===== config.mk =====
export PLATFORM = sky130hd
export DESIGN_NAME = pmbsf_status_bank
export DESIGN_NICKNAME = d
export VERILOG_FILES = /design/src/pkg/pmbsf_pkg.sv /design/src/verilog/pmbsf_status_bank.sv /design/src/verilog/pmbsf_sync_filter.sv
export SDC_FILE = /design/constraint.sdc
export NUM_CORES = 1
export LEC_CHECK = 0
export BUFFER_PORTS_ARGS = -buffer_cell sky130_fd_sc_hd__buf_2
export CORE_ASPECT_RATIO = 0.75
export CORE_MARGIN = 4
export CORE_UTILIZATION = 50
export DETAILED_ROUTE_END_ITERATION = 10
export HOLD_SLACK_MARGIN = 0.08
export PLACE_DENSITY = 0.9
export SETUP_SLACK_MARGIN = 0.15
export SLEW_MARGIN = 20
export SYNTH_ARGS = -nofsm -noshare
export SYNTH_HDL_FRONTEND = slang
export SYNTH_SLANG_ARGS = --single-unit

===== constraint.sdc =====
create_clock -name core_clk_in -period 4.45 [get_ports core_clk_in]
set_input_delay 0.89 -clock core_clk_in [delete_from_list [all_inputs] [get_ports core_clk_in]]
set_output_delay 0.89 -clock core_clk_in [all_outputs]
set_load 0.005 [all_outputs]

===== src/pkg/pmbsf_pkg.sv =====
// Purpose: Shared constants and carriers for the fault status bank.
// Assumes: Byte-wide status registers reached by command code.
// Notes:   Supported-bit masks define which bits can ever latch; the live input-off bit lies outside them.
package pmbsf_pkg;

   // ***********************************************************
   // Command codes
   // ***********************************************************
   localparam logic [7:0] CMD_CURRENT_STATUS = 8'h7B;
   localparam logic [7:0] CMD_INPUT_STATUS   = 8'h7C;
   localparam logic [7:0] CMD_TEMP_STATUS    = 8'h7D;
   localparam logic [7:0] CMD_OTHER_ERROR_FLAG_A_STATUS    = 8'h7E;

   // ***********************************************************
   // Field positions
   // ***********************************************************
   localparam int OC_FAULT_BIT    = 7;
   localparam int OC_WARN_BIT     = 5;
   localparam int UC_FAULT_BIT    = 4;
   localparam int INPUT_OVERVOLTAGE_FAULT_FLAG_BIT     = 7;
   localparam int INPUT_OVERVOLTAGE_WARN_FLAG_BIT     = 6;
   localparam int INPUT_UNDERVOLTAGE_WARN_FLAG_BIT     = 5;
   localparam int INPUT_OFF_BIT   = 3;
   localparam int OT_FAULT_BIT    = 7;
   localparam int OT_WARN_BIT     = 6;
   localparam int BAD_CMD_BIT     = 7;
   localparam int BAD_DATA_BIT    = 6;
   localparam int PEC_FAIL_BIT    = 5;
   localparam int MEM_ERR_BIT     = 4;
   localparam int CORE_ERR_BIT    = 3;
   localparam int OTHER_ERR_BIT   = 1;

   // ***********************************************************
   // Supported bits and reset values
   // ***********************************************************
   localparam logic [7:0] CURRENT_SUPPORTED = 8'hB0;
   localparam logic [7:0] INPUT_LATCHED     = 8'hE0;
   localparam logic [7:0] TEMP_SUPPORTED    = 8'hC0;
   localparam logic [7:0] OTHER_ERROR_FLAG_A_SUPPORTED    = 8'hFA;
   localparam logic [7:0] STATUS_RESET      = 8'h00;
   localparam logic [7:0] ALL_ONES          = 8'hFF;

   // ***********************************************************
   // Synchroniser
   // ***********************************************************
   localparam int DET_WIDTH = 10;

   // ***********************************************************
   // Carriers
   // ***********************************************************
   typedef struct packed {
      logic oc_fault;
      logic oc_warn;
      logic uc_fault;
      logic vin_ov_fault;
      logic vin_ov_warn;
      logic vin_uv_warn;
      logic ot_fault;
      logic ot_warn;
      logic input_on;
      logic rail_5v_ok;
   } pmbsf_det_t;

   typedef struct packed {
      logic bad_command;
      logic bad_data;
      logic pec_fail;
      logic mem_error;
      logic core_error;
      logic other_error;
      logic backchannel_fail;
   } pmbsf_other_error_flag_a_evt_t;

   typedef struct packed {
      logic [7:0] current_mask;
      logic [7:0] input_mask;
      logic [7:0] temp_mask;
      logic [7:0] other_error_flag_a_mask;
   } pmbsf_mask_t;

endpackage


===== src/verilog/pmbsf_status_bank.sv =====
// Purpose: Current, input, temperature and other_error_flag_a/logic fault status.
// Assumes: Command decoder on the same clock presents read/write
//          strokes; analog detector levels arrive asynchronously.
// Notes:   Latched flags clear by clear-all or write-one; set wins.
// Function
// - Current bit 5 latches overcurrent warning until cleared.
// - Current bit 4 latches undercurrent fault until cleared.
// - Current bits 6 and 3:0 always read zero.
// - Clear-all or write-one clears flags, other bits unchanged.
// - Input bit 7 latches input overvoltage fault.
// - Input bit 6 latches input overvoltage warning.
// - Input bit 5 latches input undervoltage warning.
// - Input bit 3 is live: one while power input is off or the 5V rail is not ok.
// - Live off bit is one after reset and never raises alert.
// - Undervoltage warning alert masked until input first turns on.
// - Input bits 4 and 2:0 always read zero.
// - Temperature bit 7 latches overtemperature fault.
// - Temperature bit 6 latches overtemperature warning; 5:0 read zero.
// - Other_error_flag_a bit 7 latches on unsupported command code.
// - Other_error_flag_a bit 6 latches on invalid or unsupported data.
// - Other_error_flag_a bit 5 latches on packet error check failure.
// - Other_error_flag_a bit 4 latches memory error, bit 3 logic core error.
// - Other_error_flag_a bit 1 latches other other_error_flag_a errors; bits 2, 0 read zero.
// - Follower reports back-channel failure as other_error_flag_a fault.
// - Summary bit is OR of other_error_flag_a flags, tracking sets and clears.
// - Each alert-capable bit has a mask bit suppressing its alert.
`timescale 1ns/1ps
module pmbsf_status_bank
   import pmbsf_pkg::*;
(
   // Clock and reset
   input  wire logic            core_clk_in,
   input  wire logic            rst_in,
   // Command port from host decoder
   input  wire logic            cmd_read_in,
   input  wire logic            cmd_write_in,
   input  wire logic [7:0]      cmd_code_in,
   input  wire logic [7:0]      cmd_wdata_in,
   input  wire logic            clear_faults_in,
   output logic      [7:0]      rd_data_out,
   output logic                 rd_valid_out,
   // Asynchronous detector levels
   input  wire pmbsf_det_t      detect_in,
   // Same-clock other_error_flag_a/logic events
   input  wire pmbsf_other_error_flag_a_evt_t other_error_flag_a_evt_in,
   input  wire logic            follower_mode_in,
   // Alert masks
   input  wire pmbsf_mask_t     alert_mask_in,
   // Status outputs
   output logic                 alert_out,
   output logic                 other_error_flag_a_summary_out
);

   // ***********************************************************
   // Declarations
   // ***********************************************************
   pmbsf_det_t  det;
   logic [7:0]  current_reg;
   logic [7:0]  current_next;
   logic [7:0]  input_reg;
   logic [7:0]  input_next;
   logic [7:0]  temp_reg;
   logic [7:0]  temp_next;
   logic [7:0]  other_error_flag_a_reg;
   logic [7:0]  other_error_flag_a_next;
   logic [7:0]  current_set;
   logic [7:0]  input_set;
   logic [7:0]  temp_set;
   logic [7:0]  other_error_flag_a_set;
   logic        input_off;
   logic        uvw_armed_reg;
   logic [7:0]  rd_data_reg;
   logic        rd_valid_reg;
   logic        alert_reg;
   logic        alert_next;
   logic [7:0]  input_view;
   logic [7:0]  input_alert_bits;

   // ***********************************************************
   // Helpers
   // ***********************************************************
   function automatic logic [7:0] clear_bits(
      input logic [7:0] code,
      input logic [7:0] target
   );
      logic [7:0] bits;
      bits = clear_faults_in ? ALL_ONES : STATUS_RESET;
      if (cmd_write_in && (code == target)) begin
         bits = bits | cmd_wdata_in;
      end
      return bits;
   endfunction

   function automatic logic [7:0] update_flags(
      input logic [7:0] cur,
      input logic [7:0] set,
      input logic [7:0] clr,
      input logic [7:0] sup
   );
      return ((cur & ~clr) | set) & sup;
   endfunction

   // ***********************************************************
   // Detector synchroniser
   // ***********************************************************
   pmbsf_sync_filter u_sync (
      .core_clk_in (core_clk_in),
      .rst_in      (rst_in),
      .raw_in      (detect_in),
      .level_out   (det)
   );

   // ***********************************************************
   // Set terms
   // ***********************************************************
   always_comb begin
      current_set                = STATUS_RESET;
      current_set[OC_FAULT_BIT]  = det.oc_fault;
      current_set[OC_WARN_BIT]   = det.oc_warn;
      current_set[UC_FAULT_BIT]  = det.uc_fault;
      input_set                  = STATUS_RESET;
      input_set[INPUT_OVERVOLTAGE_FAULT_FLAG_BIT]     = det.vin_ov_fault;
      input_set[INPUT_OVERVOLTAGE_WARN_FLAG_BIT]     = det.vin_ov_warn;
      input_set[INPUT_UNDERVOLTAGE_WARN_FLAG_BIT]     = det.vin_uv_warn;
      temp_set                   = STATUS_RESET;
      temp_set[OT_FAULT_BIT]     = det.ot_fault;
      temp_set[OT_WARN_BIT]      = det.ot_warn;
      other_error_flag_a_set                   = STATUS_RESET;
      other_error_flag_a_set[BAD_CMD_BIT]      = other_error_flag_a_evt_in.bad_command;
      other_error_flag_a_set[BAD_DATA_BIT]     = other_error_flag_a_evt_in.bad_data;
      other_error_flag_a_set[PEC_FAIL_BIT]     = other_error_flag_a_evt_in.pec_fail;
      other_error_flag_a_set[MEM_ERR_BIT]      = other_error_flag_a_evt_in.mem_error;
      other_error_flag_a_set[CORE_ERR_BIT]     = other_error_flag_a_evt_in.core_error;
      other_error_flag_a_set[OTHER_ERR_BIT]    = other_error_flag_a_evt_in.other_error
                                 | (follower_mode_in
                                    & other_error_flag_a_evt_in.backchannel_fail);
   end

   // ***********************************************************
   // Next flag values, set wins over clear
   // ***********************************************************
   always_comb begin
      current_next = update_flags(current_reg, current_set,
                        clear_bits(cmd_code_in, CMD_CURRENT_STATUS),
                        CURRENT_SUPPORTED);
      input_next   = update_flags(input_reg, input_set,
                        clear_bits(cmd_code_in, CMD_INPUT_STATUS),
                        INPUT_LATCHED);
      temp_next    = update_flags(temp_reg, temp_set,
                        clear_bits(cmd_code_in, CMD_TEMP_STATUS),
                        TEMP_SUPPORTED);
      other_error_flag_a_next    = update_flags(other_error_flag_a_reg, other_error_flag_a_set,
                        clear_bits(cmd_code_in, CMD_OTHER_ERROR_FLAG_A_STATUS),
                        OTHER_ERROR_FLAG_A_SUPPORTED);
   end

   // ***********************************************************
   // Latched status registers
   // ***********************************************************
   always_ff @(posedge core_clk_in or posedge rst_in) begin
      if (rst_in) begin
         current_reg <= STATUS_RESET;
      end else begin
         current_reg <= current_next;
      end
   end

   always_ff @(posedge core_clk_in or posedge rst_in) begin
      if (rst_in) begin
         input_reg <= STATUS_RESET;
      end else begin
         input_reg <= input_next;
      end
   end

   always_ff @(posedge core_clk_in or posedge rst_in) begin
      if (rst_in) begin
         temp_reg <= STATUS_RESET;
      end else begin
         temp_reg <= temp_next;
      end
   end

   always_ff @(posedge core_clk_in or posedge rst_in) begin
      if (rst_in) begin
         other_error_flag_a_reg <= STATUS_RESET;
      end else begin
         other_error_flag_a_reg <= other_error_flag_a_next;
      end
   end

   // ***********************************************************
   // Live input-off indicator and undervoltage arming
   // ***********************************************************
   // Filter resets low, so the indicator reads one out of reset
   assign input_off = ~(det.input_on & det.rail_5v_ok);

   always_comb begin
      input_view                = input_reg;
      input_view[INPUT_OFF_BIT] = input_off;
   end

   always_ff @(posedge core_clk_in or posedge rst_in) begin
      if (rst_in) begin
         uvw_armed_reg <= 1'b0;
      end else if (det.input_on) begin
         uvw_armed_reg <= 1'b1;
      end
   end

   // ***********************************************************
   // Read path
   // ***********************************************************
   always_ff @(posedge core_clk_in or posedge rst_in) begin
      if (rst_in) begin
         rd_data_reg  <= STATUS_RESET;
         rd_valid_reg <= 1'b0;
      end else begin
         rd_valid_reg <= 1'b0;
         if (cmd_read_in) begin
            unique case (cmd_code_in)
               CMD_CURRENT_STATUS: begin
                  rd_data_reg  <= current_reg;
                  rd_valid_reg <= 1'b1;
               end
               CMD_INPUT_STATUS: begin
                  rd_data_reg  <= input_view;
                  rd_valid_reg <= 1'b1;
               end
               CMD_TEMP_STATUS: begin
                  rd_data_reg  <= temp_reg;
                  rd_valid_reg <= 1'b1;
               end
               CMD_OTHER_ERROR_FLAG_A_STATUS: begin
                  rd_data_reg  <= other_error_flag_a_reg;
                  rd_valid_reg <= 1'b1;
               end
               default: begin
                  rd_data_reg  <= STATUS_RESET;
               end
            endcase
         end
      end
   end

   assign rd_data_out  = rd_data_reg;
   assign rd_valid_out = rd_valid_reg;

   // ***********************************************************
   // Alert and summary
   // ***********************************************************
   always_comb begin
      input_alert_bits = input_reg;
      if (!uvw_armed_reg) begin
         input_alert_bits[INPUT_UNDERVOLTAGE_WARN_FLAG_BIT] = 1'b0;
      end
      alert_next = |(current_reg & ~alert_mask_in.current_mask)
                 | |(input_alert_bits & ~alert_mask_in.input_mask)
                 | |(temp_reg & ~alert_mask_in.temp_mask)
                 | |(other_error_flag_a_reg & ~alert_mask_in.other_error_flag_a_mask);
   end

   always_ff @(posedge core_clk_in or posedge rst_in) begin
      if (rst_in) begin
         alert_reg <= 1'b0;
      end else begin
         alert_reg <= alert_next;
      end
   end

   assign alert_out        = alert_reg;
   assign other_error_flag_a_summary_out = |other_error_flag_a_reg;
endmodule


===== src/verilog/pmbsf_sync_filter.sv =====
// Purpose: Three-stage synchroniser with agreement filter per bit.
// Assumes: Inputs are slow levels from analog detectors.
// Notes:   Output changes only when stages two and three agree.
`timescale 1ns/1ps
module pmbsf_sync_filter
   import pmbsf_pkg::*;
(
   // Clock and reset
   input  wire logic                 core_clk_in,
   input  wire logic                 rst_in,
   // Raw and filtered levels
   input  wire logic [DET_WIDTH-1:0] raw_in,
   output logic      [DET_WIDTH-1:0] level_out
);

   logic [DET_WIDTH-1:0] stage1_reg;
   logic [DET_WIDTH-1:0] stage2_reg;
   logic [DET_WIDTH-1:0] stage3_reg;
   logic [DET_WIDTH-1:0] level_reg;

   always_ff @(posedge core_clk_in or posedge rst_in) begin
      if (rst_in) begin
         stage1_reg <= '0;
         stage2_reg <= '0;
         stage3_reg <= '0;
      end else begin
         stage1_reg <= raw_in;
         stage2_reg <= stage1_reg;
         stage3_reg <= stage2_reg;
      end
   end

   genvar i;
   generate
      for (i = 0; i < DET_WIDTH; i++) begin : g_filter
         always_ff @(posedge core_clk_in or posedge rst_in) begin
            if (rst_in) begin
               level_reg[i] <= 1'b0;
            end else if (stage2_reg[i] == stage3_reg[i]) begin
               level_reg[i] <= stage3_reg[i];
            end
         end
      end
   endgenerate

   assign level_out = level_reg;

endmodule


==> Word level (Yosys, flattened, before mapping) <==
Cells that the tools add are included.
{ "word_totals": {"ff_bits": 65, "input_bits": 71, "wordCells": 82} }
{ "classes": {"eq_ne": 14, "muxes": 9, "bitwise": 28, "n_reduce_logical": 10} }
{ "op_table": {"columns": ["operator", "count"], "rows": [
  ["bitwise AND 8 bit", 8],
  ["inverter 8 bit", 8],
  ["two-way mux 8 bit", 5],
  ["bitwise OR 8 bit", 5],
  ["== test 8 x 7 -> 1 bit, second input constant", 4],
  ["case mux 8 bit (4 select lines)", 1],
  ["OR reduction 8 bit", 4],
  ["== test 1 bit", 10],
  ["OR reduction 6 bit", 1],
  ["logical AND 1 bit", 4],
  ["bitwise OR 1 bit", 4],
  ["OR reduction 4 bit", 1],
  ["two-way mux 1 bit", 3],
  ["bitwise AND 1 bit", 2],
  ["inverter 1 bit", 1]
]} }

==> Depth between registers and ports, before layout <==
{ "logic_depth": {"depth_word": 6, "mapped_depth": 5, "depth_no_buf": 4} }

==> Modules after synthesis <==
From an unflattened synthesis, not the netlist that was laid out.
{ "unflattened": {"hier_cells": 197, "hier_area_um2": 2379.8} }
{ "modules_own_cells": {"columns": ["module", "n_inst", "cells_each", "area_per_inst_um2", "seq_area_each_um2"], "rows": [
  ["pmbsf_status_bank", 1, 146, 1262.5, 575.6],
  ["pmbsf_sync_filter", 1, 51, 1117.3, 1001.0]
]} }

==> Least setup slack after synthesis <==
OpenSTA, ideal clock, no wires.
{ "synth_timing": {"path_kind": "input-to-reg", "from": "input port cmd_code_in[7]", "to": "register current_reg[4]", "t_arrival_ns": 1.684, "required_ns": 4.330, "setup_slack_ns": 2.646, "cell_stages": 4, "path_cell_list": "and4b_1 -> and3_4 -> nand3_1 -> a31o_1"} }
{ "synth_between": {"elab_chain_len": 6} }
{ "synth_rtl": {"columns": ["element", "line", "rtl"], "rows": [
  ["start, declared", "pmbsf_status_bank.sv:37", "input wire logic [7:0] cmd_code_in,"],
  ["== test 8 x 7 -> 1 bit", "pmbsf_status_bank.sv:88", "if (cmd_write_in && (code == target)) begin"],
  ["logical AND 1 bit", "pmbsf_status_bank.sv:88", null],
  ["two-way mux 8 bit", "pmbsf_status_bank.sv:88", null],
  ["inverter 8 bit", "pmbsf_status_bank.sv:100", "return ((cur & ~clr) | set) & sup;"],
  ["bitwise AND 8 bit", "pmbsf_status_bank.sv:100", null],
  ["bitwise OR 8 bit", "pmbsf_status_bank.sv:100", null],
  ["named net current_next[4]", "pmbsf_status_bank.sv:59", "logic [7:0] current_next;"],
  ["end signal, assigned", "pmbsf_status_bank.sv:164", "current_reg <= current_next;"],
  ["end, declared", "pmbsf_status_bank.sv:58", "logic [7:0] current_reg;"]
]} }
The timed path passes the listed nets, and every way through them passes these cells.
A chain may end at the register's enable or synchronous reset.

==> Final worst setup path <==
{ "layout_timing": {"from": "register other_error_flag_a_reg[3]", "to": "output port other_error_flag_a_summary_out"} }
{ "layout_between": {"elab_chain_len": 1} }
{ "layout_rtl": {"columns": ["element", "line", "rtl"], "rows": [
  ["start, declared", "pmbsf_status_bank.sv:64", "logic [7:0] other_error_flag_a_reg;"],
  ["start signal, assigned", "pmbsf_status_bank.sv:188", "other_error_flag_a_reg <= other_error_flag_a_next;"],
  ["OR reduction 6 bit", "pmbsf_status_bank.sv:272", "assign other_error_flag_a_summary_out = |other_error_flag_a_reg;"],
  ["end, declared", "pmbsf_status_bank.sv:51", "output logic other_error_flag_a_summary_out"]
]} }
No other way between the ends.

==> results.py <==
metrics = {
    "logic_synthesis": {
        "ys_warn_count": 0,
        "syn_avg_cell_area_sq_um": 12.91,
        "synth_seq_cells": 63,
        "async_flop_share_pct": 100.0,
        "synth_top_area_share_pct": 66.00,
        "synth_top_area_cell": "dfrtp_1",
        "yosys-top-cells-count": "63 x dfrtp_1, 21 x inv_1, 10 x maj3_1, 10 x nand3_1, 9 x a21oi_1",
        "synth_edf_count": 0,
        "ys_types": 42,
        "synth_top_cells_by_area": "dfrtp_1 66%, maj3_1 4.2%, inv_1 3.3%, a31o_2 2.2%, nand3_1 2.1%",
        "ys.flop_type": "dfrtp_1",
        "syn_area_sq_um": 2389,
        "netlist_instances": 185,
        "yosysSeqAreaShare_pct": 66.00,
        "synth.most_common_cell": "dfrtp_1",
    },
    "place": {
        "io_buffers": 59,
        "gp_congestion": 0.8652,
        "dp_cells": 297,
        "hpwlAfterDp_um": 3496,
        "place_ws_ns": 2.375,
    },
    "pwr": {
        "swShare_pct": 23.99,
        "intPower_uw": 910.7,
        "combPwrFrac_pct": 7.5,
        "ir_drop_mv": 0.2955,
        "seq_power_share_pct": 52.9,
        "leakagePower_uw": 0.001379,
        "power-per-cell-area_nw_per_um2": 409.2,
        "switching_power_uw": 287.5,
        "power_frac_clock_pct": 39.6,
    },
    "clocking": {
        "clk_pin_slew_worst_paths_ns": 0.07,
        "cts_setup_buffers": 0,
        "cts_buffer_depth": 2,
        "clock_latency_ns": 0.33,
        "clock-sinks": 63,
        "root_buffer": "clkbuf_8",
        "cts_buffers": 9,
        "cts_tree": "done",
        "cts_hold_buf": 0,
        "cts_resized": 0,
        "cts_max_level": 3,
    },
    "outcome": {
        "outcome": "completed",
    },
    "setup_path": {
        "start_kind": "flop",
        "crit_arrival_ns": 1.36,
        "cp-end-kind": "output pin",
        "rr_worst_depth": 4,
        "r2r_end": "rd_data_out[7]",
        "r2r_slack_ns": 3.12,
        "worstPathRequired_ns": 3.56,
        "r2r_start": "input_reg[7]",
        "crit_fanout": 4,
        "path_class": "flop to output pin",
    },
    "global_route": {
        "antenna_found_initial": 0,
        "grt_pass1_wl_um": 7493,
        "grt_pass1_vias": 1591,
        "grt_overflow": 0,
        "grt_max_degree": 42,
        "gr-usage-all-layers_pct": 17.16,
    },
    "sta": {
        "fin_crit_sh_pct": 50.59,
        "setup_ws_ns": 2.199,
        "finalSetupTns_ns": 0,
        "fin_crit_ns": 2.251,
        "maxSlewViolCount": 0,
        "max_freq_mhz": 444.2,
        "setup_viol": 0,
        "fin_skew_ns": 0.005179,
        "timing.final.hold_violations": 0,
        "rsz0062_at_grt": "false",
    },
    "layout": {
        "drive_above_1_share_pct": 37.11,
        "final-instance-count-excl-fill": 313,
        "nets": 322,
        "area_growth_pct": 22.58,
        "num_antenna_cells": 0,
    },
    "die": {
        "ios": 82,
        "start_util_pct": 52.55,
        "core_area_sq_um": 4546,
        "dieArea_sq_um": 5958,
        "die_height_um": 67.86,
        "rows": 21,
        "die_x_um": 87.81,
    },
    "min_path": {
        "holdPathEnd": "u_sync.stage2_reg[7]",
        "hp-start": "u_sync.stage1_reg[7]",
        "min_delay_path_depth": 0,
        "hold_path.class": "flop to flop",
    },
    "routing": {
        "routedWlPerCell_um": 14.88,
        "drt_iter0_drc": 147,
        "ant_nets": 0,
        "wirelength_um": 4658,
        "drtPass1Iterations": 4,
        "via_per_inst": 5.220,
        "dr_total_vias": 1634,
        "drc": 0,
    },
    "flow_run": {
        "drv_cap": 0,
    },
}
## per-layer routing
layer	GRT usage (%)	wire, um	vias up
met5	0	0	-
met4	4.789	41	0
met3	8.183	416	5
met2	26.41	2195	58
met1	21.93	2004	785
li1	-	-	786
## cell type report
type / count / area [sq um]
timing repair buffer: 60 / 302.8
tap: 57 / 71.32
multi-input combinational: 96 / 701.9
clock inverter: 7 / 72.57
clock buffer: 9 / 123.9
fill: 354 / 1618
inverter: 21 / 78.83
sequential: 63 / 1577
## worst max-delay path by stage
stage,end,slack [ns],startpoint
after floorplan,alert_out,1.99,rst_in
final,other_error_flag_a_summary_out,2.20,other_error_flag_a_reg[3]
after global placement,other_error_flag_a_reg[5],2.39,cmd_code_in[1]
after CTS,other_error_flag_a_summary_out,2.17,other_error_flag_a_reg[3]
after global routing,other_error_flag_a_summary_out,2.06,other_error_flag_a_reg[3]
after detailed placement,other_error_flag_a_reg[4],2.37,cmd_code_in[1]
## metrics by stage
stage | instance area [sq um] | power [uW] | hold slack [ns] | utilization, %
after floorplan | 2392 | 689.6 | 0.3312 | -
after global placement | 2731 | 728.4 | 0.3317 | 60.09
after detailed placement | 2731 | 734.6 | 0.3347 | 60.09
after CTS | 2928 | 1212 | 0.3469 | 64.41
after global routing | 2928 | 1255 | 0.3536 | 64.41
final | 2928 | 1198 | 0.3481 | 64.41
## cells in the final DEF (no fill, tap or decap), types with 3 or more instances in the layout
master    netlist  final
a21oi_1         9      9
a31o_1          3      3
a31o_2          6      6
buf_2           1     59
clkbuf_8        0      9
dfrtp_1        63     63
inv_1          21     20
maj3_1         10     10
nand2_1         4      4
nand3_1        10     10
nand4_1         4      4
nor2_1          8      8
nor3_1          3      3
o22ai_1         7      7
## worst max-delay path, stage by stage (launching register included)
cell	delay, ns
dfrtp_1	0.43
nor4_1	0.39
nand2_1	0.08
buf_2	0.13
## cells by family after synthesis
family                     Yosys count  share of synthesized area (%)
other                                1                         0.1570
and+or+nand+nor                     44                          12.21
buffers and inverters               27                          4.767
muxes                                3                          1.362
DFF                                 63                          66.00
adders and majority gates           10                          4.191
AOI/OAI and AO/OA                   37                          11.32
## power by group through the flow
stage / sequential (uW) / combinational [uW] / clock, uW
3_3_place_gp: 642 / 86.6 / 0
6_report: 634 / 90.1 / 474
3_5_place_dp: 644 / 90.5 / 0
5_1_grt: 637 / 101 / 517
2_1_floorplan: 634 / 55.2 / 0
4_1_cts: 633 / 91.4 / 487
(Power assumes the default switching activity.)
